<file path="config.mk">
export PLATFORM = sky130hd
export DESIGN_NAME = tsm_regs
export DESIGN_NICKNAME = d
export VERILOG_FILES = /design/src/design/tsm_prio.v /design/src/design/tsm_regs.v
export VERILOG_INCLUDE_DIRS = /design/src /design/src/design
export SDC_FILE = /design/constraint.sdc
export NUM_CORES = 1
export LEC_CHECK = 0
export ABC_AREA = 1
export BUFFER_PORTS_ARGS = -buffer_cell sky130_fd_sc_hd__buf_4
export CELL_PAD_IN_SITES_DETAIL_PLACEMENT = 0
export CELL_PAD_IN_SITES_GLOBAL_PLACEMENT = 1
export CORE_MARGIN = 2
export CORE_UTILIZATION = 31
export DETAILED_ROUTE_END_ITERATION = 6
export PLACE_DENSITY_LB_ADDON = 0.2
export SLEW_MARGIN = 20
export SYNTH_ARGS = -nofsm -noshare
export SYNTH_HDL_FRONTEND = slang
export SYNTH_SLANG_ARGS = --single-unit
</file>
<file path="constraint.sdc">
create_clock -name clk_in -period 1.83 [get_ports clk_in]
set_input_delay 0.366 -clock clk_in [delete_from_list [all_inputs] [get_ports clk_in]]
set_output_delay 0.366 -clock clk_in [all_outputs]
set_load 0.1 [all_outputs]
</file>
<file path="src/design/tsm_map.vh">
// What this block does
// - Trap enable bit 4 and trap flag bit 5 raise trap request, vector 14.
// - Bits 6/7 fail enable and test interrupt; halts sequencer, clears DMA.
// - Test interrupt blocks compare; stop/trip summary masks held bit 7 out of test interrupt.
// - Trap, fail and delay done share one priority level; vector picks trap, then fail, then delay done.
// - Status bit 8 enables trips; when clear, trip inputs cannot set flags 9-11.
// - Trips set only with DMA off, phase 5 or X7; ignored on monitor+strobe.
// - Enabled trip flag raises trip request and test interrupt, vector 16.
// - Stop enable bit 12 survives status clear; flag 13 raises stop request.
// - Short register reset sets stop flag; stop blocks every other request except trip.
// - Bit 14 reads inverse of stop flag; station write clears stop flag.
// - All 16 status bits write over the host data bus; all but bit 14 read back.
// - Mode bit 0 write pulses short reset; stop enable and station spared.
// - Mode bit 1 write pulses long reset; bits 0 and 1 are write-only.
// - Mode bits 2 and 3 read monitor switch and automatic mode.
// - Mode bit 4 selects inverted pass/fail decisions.
// - Mode bit 5 clear means fail capture clears in the same cycle as each strobe.
// - Mode bit 6 suppresses the automatic strobe at delay loop end.
// - Writing mode bit 7 gives one-clock strobe despite strobe inhibit.
// - Mode bit 8 write starts delay, sync pulse until done, then gate clocks.
// - Mode bit 9 enters DMA; cleared by test interrupt, phase-5, or trap.
// - Mode bit 11 sets on fail with next test loaded; clears on DMA resume.
// - Strobe sets pass bit 14 if passing; fail sets 13, trip sets 12.
// - Fail bits stay in automatic; manual strobe refreshes; start sets pass.
// - Host clears status in the routine then re-enables; stop enable kept.
`ifndef TSM_MAP_VH
`define TSM_MAP_VH
`define TSM_ST_CMP_EN 0
`define TSM_ST_CMP 1
`define TSM_ST_DLC_EN 2
`define TSM_ST_DLC 3
`define TSM_ST_TRAP_EN 4
`define TSM_ST_TRAP 5
`define TSM_ST_FAIL_EN 6
`define TSM_ST_FTI 7
`define TSM_ST_TRIP_EN 8
`define TSM_ST_TRIP_LO 9
`define TSM_ST_STOP_EN 12
`define TSM_ST_STOP 13
`define TSM_ST_RUN 14
`define TSM_MD_SHORT 0
`define TSM_MD_LONG 1
`define TSM_MD_MON 2
`define TSM_MD_AUTO 3
`define TSM_MD_NEG 4
`define TSM_MD_ACC 5
`define TSM_MD_INH 6
`define TSM_MD_STROBE 7
`define TSM_MD_SYNC 8
`define TSM_MD_DMA 9
`define TSM_MD_SPARE_LO 10
`define TSM_MD_SUSP 11
`define TSM_MD_DCFAIL 12
`define TSM_MD_FFAIL 13
`define TSM_MD_PASS 14
`define TSM_MD_SPARE_HI 15
`define TSM_VEC_CMP 6'o20
`define TSM_VEC_DLC 6'o13
`define TSM_VEC_TRAP 6'o14
`define TSM_VEC_FAIL 6'o15
`define TSM_VEC_TRIP 6'o16
`define TSM_VEC_STOP 6'o00
`define TSM_STATUS_RESET 16'h0000
`define TSM_MODE_RESET 16'h0000
`endif

</file>
<file path="src/design/tsm_prio.v">
`include "tsm_map.vh"

// Combinational request priority from the status register contents.
module tsm_prio (
  // Status image
  input wire [15:0] stat_in,
  // Requests and vector
  output wire stop_or_trip_active_out,
  output wire mid_priority_active_out,
  output wire functional_test_interrupt_out,
  output wire trap_request_out,
  output wire supply_trip_request_out,
  output wire irq_out,
  output reg [5:0] vector_out
);

  wire stop_request;
  wire fail_enable_request;
  wire delay_done_request;
  wire compare_request;
  wire trip_any;

  assign trip_any = |stat_in[`TSM_ST_TRIP_LO+2:`TSM_ST_TRIP_LO];
  assign supply_trip_request_out = trip_any & stat_in[`TSM_ST_TRIP_EN];
  assign stop_request = stat_in[`TSM_ST_STOP] & stat_in[`TSM_ST_STOP_EN];
  assign stop_or_trip_active_out = stop_request | supply_trip_request_out;
  assign trap_request_out = stat_in[`TSM_ST_TRAP] & stat_in[`TSM_ST_TRAP_EN]
    & ~stop_or_trip_active_out;
  assign delay_done_request = stat_in[`TSM_ST_DLC] & stat_in[`TSM_ST_DLC_EN]
    & ~stop_or_trip_active_out;
  // The fail enable gates the held test interrupt bit into a request.
  assign fail_enable_request = stat_in[`TSM_ST_FTI] & stat_in[`TSM_ST_FAIL_EN]
    & ~stop_or_trip_active_out;
  // The three share one level via an OR; the vector chain orders trap, fail, delay done.
  assign mid_priority_active_out = trap_request_out | delay_done_request
    | fail_enable_request;
  assign functional_test_interrupt_out = (stat_in[`TSM_ST_FTI]
    & ~stop_or_trip_active_out) | supply_trip_request_out;
  assign compare_request = stat_in[`TSM_ST_CMP] & stat_in[`TSM_ST_CMP_EN]
    & ~stop_or_trip_active_out & ~mid_priority_active_out
    & ~functional_test_interrupt_out;
  assign irq_out = stop_or_trip_active_out | mid_priority_active_out
    | compare_request;

  always @*
  begin
    if (stop_request)
      vector_out = `TSM_VEC_STOP;
    else if (supply_trip_request_out)
      vector_out = `TSM_VEC_TRIP;
    else if (trap_request_out)
      vector_out = `TSM_VEC_TRAP;
    else if (fail_enable_request)
      vector_out = `TSM_VEC_FAIL;
    else if (delay_done_request)
      vector_out = `TSM_VEC_DLC;
    else if (compare_request)
      vector_out = `TSM_VEC_CMP;
    else
      vector_out = 6'h00;
  end

endmodule

</file>
<file path="src/design/tsm_regs.v">
`include "tsm_map.vh"

module tsm_regs (
  // Clock and reset
  input wire clk_in,
  input wire rstn_in,
  // Host data bus and strobes
  input wire [15:0] pdata_in,
  input wire status_read_strobe_in,
  input wire status_write_strobe_in,
  input wire status_clear_strobe_in,
  input wire mode_read_strobe_in,
  input wire mode_write_strobe_in,
  input wire mode_clear_strobe_in,
  input wire station_control_write_in,
  output reg [15:0] pdata_out,
  output reg pdata_oe_out,
  // Tester events
  input wire compare_set_in,
  input wire delay_done_set_in,
  input wire trap_set_in,
  input wire [2:0] trip_in,
  input wire phase5_in,
  input wire delay_loop_final_state_in,
  input wire auto_strobe_in,
  input wire pin_fail_strobe_in,
  input wire next_test_loaded_in,
  input wire dma_clear_after_phase_in,
  input wire dma_clear_on_trap_in,
  input wire begin_command_in,
  input wire delay_count_done_in,
  input wire monitor_on_in,
  input wire auto_mode_in,
  // Controls to the tester
  output reg interrupt_request_out,
  output reg [5:0] vector_out,
  output reg trap_request_out,
  output reg supply_trip_request_out,
  output reg mid_priority_active_out,
  output reg stop_or_trip_active_out,
  output reg functional_test_interrupt_out,
  output reg run_bit_out,
  output reg short_reg_clear_out,
  output reg long_reg_clear_out,
  output reg inverted_logic_select_out,
  output reg fail_accumulate_out,
  output reg strobe_inhibit_out,
  output reg strobe_out,
  output reg fail_capture_clear_out,
  output reg sync_pulse_out,
  output reg delay_start_out,
  output reg gate_all_sync_out,
  output reg dma_mode_out,
  output reg test_suspended_out
);

  // ****************************************************************
  // Storage
  // ****************************************************************
  reg [15:0] stat_q;
  reg [15:0] stat_d;
  reg [15:0] mode_q;
  reg [15:0] mode_d;
  reg sync_q;
  reg dma_prev_q;

  wire p_stop_trip;
  wire p_mid;
  wire p_fti;
  wire p_trap;
  wire p_trip;
  wire p_irq;
  wire [5:0] p_vec;
  wire short_clr;
  wire strobe_now;
  wire manual_strobe;
  wire trip_window;
  wire [2:0] trip_set;
  wire fail_now;
  wire dma_resume;
  wire [15:0] stat_img;
  wire [15:0] mode_img;

  tsm_prio u_prio (
    .stat_in(stat_q),
    .stop_or_trip_active_out(p_stop_trip),
    .mid_priority_active_out(p_mid),
    .functional_test_interrupt_out(p_fti),
    .trap_request_out(p_trap),
    .supply_trip_request_out(p_trip),
    .irq_out(p_irq),
    .vector_out(p_vec)
  );

  assign short_clr = mode_write_strobe_in & pdata_in[`TSM_MD_SHORT];
  assign manual_strobe = mode_write_strobe_in & pdata_in[`TSM_MD_STROBE];
  // Manual strobe ignores inhibit; automatic one honours it.
  assign strobe_now = manual_strobe
    | (auto_strobe_in & ~mode_q[`TSM_MD_INH]);
  assign trip_window = ~mode_q[`TSM_MD_DMA] | phase5_in
    | delay_loop_final_state_in;
  assign trip_set = trip_in & {3{stat_q[`TSM_ST_TRIP_EN] & trip_window
    & ~(monitor_on_in & strobe_now)}};
  assign fail_now = strobe_now & pin_fail_strobe_in;
  assign dma_resume = mode_q[`TSM_MD_DMA] & ~dma_prev_q;
  // Bit 14 shows the inverse of the stop flag rather than stored data.
  assign stat_img = {stat_q[15], ~stat_q[`TSM_ST_STOP], stat_q[13:0]};
  assign mode_img = {mode_q[15:4], auto_mode_in, monitor_on_in, 2'b00};

  // ****************************************************************
  // Status register next state
  // ****************************************************************
  always @*
  begin
    stat_d = stat_q;
    if (status_write_strobe_in)
      stat_d = pdata_in;
    if (status_clear_strobe_in | short_clr)
    begin
      stat_d = `TSM_STATUS_RESET;
      stat_d[`TSM_ST_STOP_EN] = stat_q[`TSM_ST_STOP_EN];
    end
    if (station_control_write_in)
      stat_d[`TSM_ST_STOP] = 1'b0;
    // Hardware sets follow the clears so an event in the clear cycle wins.
    if (short_clr)
      stat_d[`TSM_ST_STOP] = 1'b1;
    if (compare_set_in)
      stat_d[`TSM_ST_CMP] = 1'b1;
    if (delay_done_set_in & ~mode_q[`TSM_MD_DMA])
      stat_d[`TSM_ST_DLC] = 1'b1;
    if (trap_set_in)
      stat_d[`TSM_ST_TRAP] = 1'b1;
    if (fail_now & stat_q[`TSM_ST_FAIL_EN])
      stat_d[`TSM_ST_FTI] = 1'b1;
    stat_d[`TSM_ST_TRIP_LO+2:`TSM_ST_TRIP_LO] =
      stat_d[`TSM_ST_TRIP_LO+2:`TSM_ST_TRIP_LO] | trip_set;
  end

  // ****************************************************************
  // Mode register next state
  // ****************************************************************
  always @*
  begin
    mode_d = mode_q;
    mode_d[`TSM_MD_SHORT] = 1'b0;
    mode_d[`TSM_MD_LONG] = 1'b0;
    mode_d[`TSM_MD_MON] = 1'b0;
    mode_d[`TSM_MD_AUTO] = 1'b0;
    mode_d[`TSM_MD_STROBE] = 1'b0;
    mode_d[`TSM_MD_SYNC] = 1'b0;
    if (mode_clear_strobe_in | short_clr)
      mode_d = `TSM_MODE_RESET;
    else if (mode_write_strobe_in)
    begin
      mode_d[`TSM_MD_NEG] = pdata_in[`TSM_MD_NEG];
      mode_d[`TSM_MD_ACC] = pdata_in[`TSM_MD_ACC];
      mode_d[`TSM_MD_INH] = pdata_in[`TSM_MD_INH];
      mode_d[`TSM_MD_SPARE_LO] = pdata_in[`TSM_MD_SPARE_LO];
      mode_d[`TSM_MD_SPARE_HI] = pdata_in[`TSM_MD_SPARE_HI];
      mode_d[`TSM_MD_SUSP] = pdata_in[`TSM_MD_SUSP];
      mode_d[14:12] = pdata_in[14:12];
      if (pdata_in[`TSM_MD_DMA])
        mode_d[`TSM_MD_DMA] = 1'b1;
    end
    if (p_fti | dma_clear_after_phase_in | dma_clear_on_trap_in)
      mode_d[`TSM_MD_DMA] = 1'b0;
    if (dma_resume)
      mode_d[`TSM_MD_SUSP] = 1'b0;
    if (fail_now & next_test_loaded_in)
      mode_d[`TSM_MD_SUSP] = 1'b1;
    // Pass and fail bookkeeping on each strobe.
    if (strobe_now)
    begin
      if (fail_now)
      begin
        mode_d[`TSM_MD_FFAIL] = 1'b1;
        mode_d[`TSM_MD_PASS] = 1'b0;
      end
      else if (~auto_mode_in)
      begin
        mode_d[`TSM_MD_FFAIL] = 1'b0;
        mode_d[`TSM_MD_PASS] = ~mode_d[`TSM_MD_DCFAIL];
      end
      else if (~mode_d[`TSM_MD_FFAIL] & ~mode_d[`TSM_MD_DCFAIL])
        mode_d[`TSM_MD_PASS] = 1'b1;
    end
    if (p_trip)
    begin
      mode_d[`TSM_MD_DCFAIL] = 1'b1;
      mode_d[`TSM_MD_PASS] = 1'b0;
    end
    if (begin_command_in)
    begin
      mode_d[`TSM_MD_PASS] = 1'b1;
      mode_d[`TSM_MD_FFAIL] = 1'b0;
      mode_d[`TSM_MD_DCFAIL] = 1'b0;
    end
  end

  // ****************************************************************
  // Registers and outputs
  // ****************************************************************
  always @(posedge clk_in or negedge rstn_in)
  begin
    if (!rstn_in)
    begin
      stat_q <= `TSM_STATUS_RESET;
      mode_q <= `TSM_MODE_RESET;
      sync_q <= 1'b0;
      dma_prev_q <= 1'b0;
      pdata_out <= 16'h0000;
      pdata_oe_out <= 1'b0;
      interrupt_request_out <= 1'b0;
      vector_out <= 6'h00;
      trap_request_out <= 1'b0;
      supply_trip_request_out <= 1'b0;
      mid_priority_active_out <= 1'b0;
      stop_or_trip_active_out <= 1'b0;
      functional_test_interrupt_out <= 1'b0;
      run_bit_out <= 1'b1;
      short_reg_clear_out <= 1'b0;
      long_reg_clear_out <= 1'b0;
      inverted_logic_select_out <= 1'b0;
      fail_accumulate_out <= 1'b0;
      strobe_inhibit_out <= 1'b0;
      strobe_out <= 1'b0;
      fail_capture_clear_out <= 1'b0;
      sync_pulse_out <= 1'b0;
      delay_start_out <= 1'b0;
      gate_all_sync_out <= 1'b0;
      dma_mode_out <= 1'b0;
      test_suspended_out <= 1'b0;
    end
    else
    begin
      stat_q <= stat_d;
      mode_q <= mode_d;
      dma_prev_q <= mode_q[`TSM_MD_DMA];
      if (mode_write_strobe_in & pdata_in[`TSM_MD_SYNC])
        sync_q <= 1'b1;
      else if (delay_count_done_in)
        sync_q <= 1'b0;
      pdata_oe_out <= status_read_strobe_in | mode_read_strobe_in;
      if (status_read_strobe_in)
        pdata_out <= stat_img;
      else if (mode_read_strobe_in)
        pdata_out <= mode_img;
      else
        pdata_out <= 16'h0000;
      interrupt_request_out <= p_irq;
      vector_out <= p_vec;
      trap_request_out <= p_trap;
      supply_trip_request_out <= p_trip;
      mid_priority_active_out <= p_mid;
      stop_or_trip_active_out <= p_stop_trip;
      functional_test_interrupt_out <= p_fti;
      run_bit_out <= ~stat_d[`TSM_ST_STOP];
      short_reg_clear_out <= short_clr;
      long_reg_clear_out <= mode_write_strobe_in & pdata_in[`TSM_MD_LONG];
      inverted_logic_select_out <= mode_d[`TSM_MD_NEG];
      fail_accumulate_out <= mode_d[`TSM_MD_ACC];
      strobe_inhibit_out <= mode_d[`TSM_MD_INH];
      strobe_out <= strobe_now;
      fail_capture_clear_out <= strobe_now & ~mode_q[`TSM_MD_ACC];
      sync_pulse_out <= sync_q;
      delay_start_out <= mode_write_strobe_in & pdata_in[`TSM_MD_SYNC];
      gate_all_sync_out <= sync_q & delay_count_done_in;
      dma_mode_out <= mode_d[`TSM_MD_DMA];
      test_suspended_out <= mode_d[`TSM_MD_SUSP];
    end
  end

endmodule

</file>
# After elaboration in Yosys (flattened, before gate mapping)
# Cells that the tools add are included.
# word_totals
input_bits	42
word_cells	134
latchBits	0
output_inout_bits	42
mem_count	0
ramBits	0
rom_bits	0
register_bits	70
# op_classes
muxes	34
n_eq_ne	0
bitwise_logic	58
div_mod_pow	0
addsub	0
multipliers	0
reduce_logical	9
order_cmp	0
shift	0
# ops
cell	n
$mux 16	4
$mux 6	5
$and 1x1->1	29
$mux 1	17
$mux 7	2
$or 1x1->1	14
$not 1->1	13
$reduce_bool 3->1	4
$mux 3	3
$reduce_bool 2->1	3
$mux 5	1
$mux 2	2
$and 3x3->3	1
$or 3x3->3	1
$reduce_or 3->1	1
$reduce_and 2->1	1

# Depth between registers and ports, before layout
# logic_depth
ltp_word	16
mapped_depth	9
depth_no_buf	9

# Cells and area by module
# Synthesis repeated with hierarchy kept, for this count alone.
# unflattened
cells_unflattened	263
hier_area_um2	2607.5
# modules_own_cells
mod	instances	cells_per_inst	seq_area_each_um2	area_each_um2
tsm_regs	1	230	1627.8	2416.1
tsm_prio	1	33	0.0	191.4

# Worst setup path before layout
# No wires, ideal clock.
# synth_timing
kind	reg-to-reg
from	reg mode_q[6]
to	reg mode_q[14]
t_required_ns	1.714
period_less_slack_ns	1.704
setup_slack_ns	0.126
arrival_time_ns	1.588
path_stages_with_launch	10
path_buffers	0
setup_time_ns	0.116
cell_sequence	dfrtp_1 -> inv_1 -> nand2_1 -> nand2_2 -> nand2_1 -> nand2_1 -> nand3_1 -> nand2_1 -> nand2_1 -> nand2_1
# synth_via
elab_chain_cells	8
# synth_lines
element	line_no	text
start: declaration	tsm_regs.v:62	reg [15:0] mode_q;
start signal: assignment	tsm_regs.v:209	mode_q <= `TSM_MODE_RESET;
start signal: assignment	tsm_regs.v:238	mode_q <= mode_d;
$not 1->1 (*)	tsm_regs.v:99	| (auto_strobe_in & ~mode_q[`TSM_MD_INH]);
$and 1x1->1 (*)	tsm_regs.v:99	
$or 1x1->1 (*)	tsm_regs.v:98	assign strobe_now = manual_strobe
net strobe_now	tsm_regs.v:75	wire strobe_now;
$and 1x1->1	tsm_regs.v:104	assign fail_now = strobe_now & pin_fail_strobe_in;
$mux 2	tsm_regs.v:175	if (fail_now)
$mux 2 (*)	tsm_regs.v:173	if (strobe_now)
$mux 1 (*)	tsm_regs.v:188	if (p_trip)
$mux 3 (*)	tsm_regs.v:193	if (begin_command_in)
net mode_d[14]	tsm_regs.v:63	reg [15:0] mode_d;
# The timed path passes the listed nets; every way through them passes the cells marked *.
# A chain may end at the register's enable or synchronous reset.

# Worst setup path after layout
# layout_timing
from	reg run_bit_out
to	out run_bit_out
# layout_rtl
element	line_no	text
start: declaration	tsm_regs.v:42	output reg run_bit_out,
start signal: assignment	tsm_regs.v:258	run_bit_out <= ~stat_d[`TSM_ST_STOP];
# No word-level cell between the ends.

==> summary.txt <==
status: completed
largest net degree at the start of global routing: 41
routability cong.: 0.7948
Buf/Inv on CP: 1
final hold slack: 200.5 ps
crit path max fanout: 1
total power: 3.769 mW
HP Class: in2reg
CTS sink count: 63
Post-Route Utilization: 0.4454
RR Startpoint: stat_q[13]
cells along the critical path: buf_4
placed inst area: 3226 sq um
Compound-Gate Fraction of Synth Area: 0.1171
layout cell share with drive strength beyond 1: 0.3410
Placement Rows: 32
first-pass GRT wire length: 10110 um
gr ovfl total: 0
crit path DAT: 1130 ps
n_diodes: 0
Die X-Extent: 93.62 um
CTS Buffer Depth: 2
Hold EP: mode_q[13]
antenna-violating nets left: 0
endpoints failing setup: 0
Largest delay share family, worst path: flip-flops
Yosys cell types: 32
routed via count: 1993
final non-filler cell area: 3460 sq um
DR pass1 iterations: 4
Synth area leaders: dfrtp_1 62%, nand2_1 8.0%, inv_1 6.6%
Routed wire per std cell: 14.21 um
Cell Area, Synth: 2490 sq um
RSZ-0062 raised after global routing: false
vias in the first global route: 2038
Register-to-Register Path Depth: 6
vias per cell: 4.449
I/O Pins: 84
CTS resizes: 0
Yosys warnings: 0
DR DRC count: 0
# fillers: 819
CP Launch Type: flop
main combinational cell family by area after synthesis: simple AND/OR/NAND/NOR gates
Seq/Total Area, Yosys: 0.6337
CTS tree: built
Synth Area in Adders: 0
Pins Over Slew Limit: 0
HP Start: begin_command_in
post-synth top area share: 0.6231
nets: 383
CP endpoint kind: primary output
simple-gate share of the synthesized area: 0.1618
peak supply drop: 0.4457 mV
Die Area: 8765 sq um
# port buffers: 82
Initial Utilization: 0.3206
Area growth syn-to-layout: 38.94%
XOR/XNOR Fraction of Synth Area: 0
clk slew on worst S/H paths: 70 ps
fmax: 668.5 MHz
Lkg Pwr: 1.860 nW
syn nets: 291
die height: 93.62 um
max_cap viols: 0
DP HPWL: 4908 um
crit share post-route: 0.8174
skew final: 6.329 ps
worst-skew pair later-pin latency: 340 ps
H-tree depth: 3
critical path's slowest cell: dfstp_2
Synth area leader: dfrtp_1
WHS Path Cells: 2
minimum clock period: 1496 ps
sum of negative setup slack: 0 ps
GRT Resource Usage Total: 0.1573
core area: 7767 sq um
Power Density: 1089 nW/um^2
CTS buffer count: 9
Final Hold Fails: 0
root buffer cell: clkbuf_8
WL final: 6364 um
1st-iter DRT viols: 75
Critical Path RT: 1460 ps
initial antenna violation count: 0
Syn Area/Cell: 10.00 sq um
critical path class: reg2out
Seq cells post-synth: 63
mux cell area share after synthesis: 0
reg2reg setup slack: 570 ps
CP max stage delay: 520 ps
Gate Count Post-Synth: 249
reg2reg end: interrupt_request_out
==> cell families (layout without fill, tap and decap cells) <==
kind of cell	after synthesis	count (layout)
AO/OA/AOI/OAI	48	48
flip-flops	63	63
AND/OR/NAND/NOR	86	86
other	1	1
buffers and inverters	51	148
==> worst max-delay path by stage <==
stage	slack, ps	depth (start not counted)	startpoint	to
after CTS	320	1	run_bit_out	run_bit_out
after global placement	430	7	mode_write_strobe_in	stat_q[8]
after floorplan	130	9	mode_q[6]	mode_q[14]
final	330	1	run_bit_out	run_bit_out
after detailed placement	400	7	mode_write_strobe_in	stat_q[8]
after global routing	300	1	run_bit_out	run_bit_out
==> power by group <==
| group | internal, mW | leakage, nW | switching [mW] |
|---|---|---|---|
| Combinational | 0.207 | 0.928 | 0.680 |
| Sequential | 1.49 | 0.818 | 0.0403 |
| Clock | 0.841 | 0.114 | 0.514 |
==> flip-flops by register name, indices dropped and copies added, names as in the netlist, 5 cells and up <==
register and cells:
mode_q 10, stat_q 15, pdata_out 16, vector_out 5
==> cell type report <==
cell class,instances,area [sq um],area share
Sequential cell,63,1578,0.4561
Timing Repair Buffer,85,653.1,0.1888
Clock inverter,3,65.06,0.01881
Inverter,47,178.9,0.05172
Clock buffer,13,158.9,0.04593
Multi-Input combinational cell,135,698.2,0.2018
Tap cell,102,127.6,0.03689
==> synth_stat cells <==
cell	count
a22o_1	1
nor2_2	3
nor2_1	8
o221ai_1	2
a41oi_1	1
a21oi_1	10
nand2_4	3
conb_1	1
nand3_1	9
inv_2	2
o211ai_1	1
a22oi_1	1
nand2_1	53
o21ai_2	1
o21ai_1	4
inv_1	44
inv_4	1
buf_6	2
or2_2	1
o21ai_0	11
dfrtp_1	62
buf_4	1
dfstp_2	1
nor2_4	2
nand3_2	1
o22ai_1	14
buf_2	1
nand2_2	4
nand3b_1	1
o31ai_1	1
o211ai_2	1
nor3_1	1
==> through the flow <==
| step | worst slack, ps | instances |
|---|---|---|
| 2_1_floorplan | 126.0 | 249 |
| 3_3_place_gp | 431.6 | 431 |
| 3_5_place_dp | 398.5 | 431 |
| 4_1_cts | 318.5 | 448 |
| 5_1_grt | 299.1 | 448 |
| 6_report | 334.2 | 448 |
==> per-layer routing <==
layer / up-vias / track usage / wire (um)
met2: 61 / 0.2356 / 2975
met5: - / 0 / 0
met3: 7 / 0.04029 / 361
met1: 947 / 0.2187 / 2944
li1: 978 / - / -
met4: 0 / 0.06159 / 82
==> placed cells by master (no fill, tap or decap), types with 3 or more instances in the layout <==
master / synthesis / layout
nor2_1: 8 / 8
nand2_2: 4 / 4
dfrtp_1: 62 / 62
clkbuf_8: 0 / 11
nor2_2: 3 / 3
o21ai_0: 11 / 11
nand2_4: 3 / 3
o22ai_1: 14 / 14
inv_1: 44 / 44
a21oi_1: 10 / 10
nand3_1: 9 / 9
nand2_1: 53 / 53
o21ai_1: 4 / 4
buf_4: 1 / 83
==> what timing repair did <==
action                    4_1_cts  5_1_grt
buffers inserted                0        0
hold buffers                    1        0
hold endpoints to repair       23        0
No activity file was read; power rests on OpenSTA's default activity.
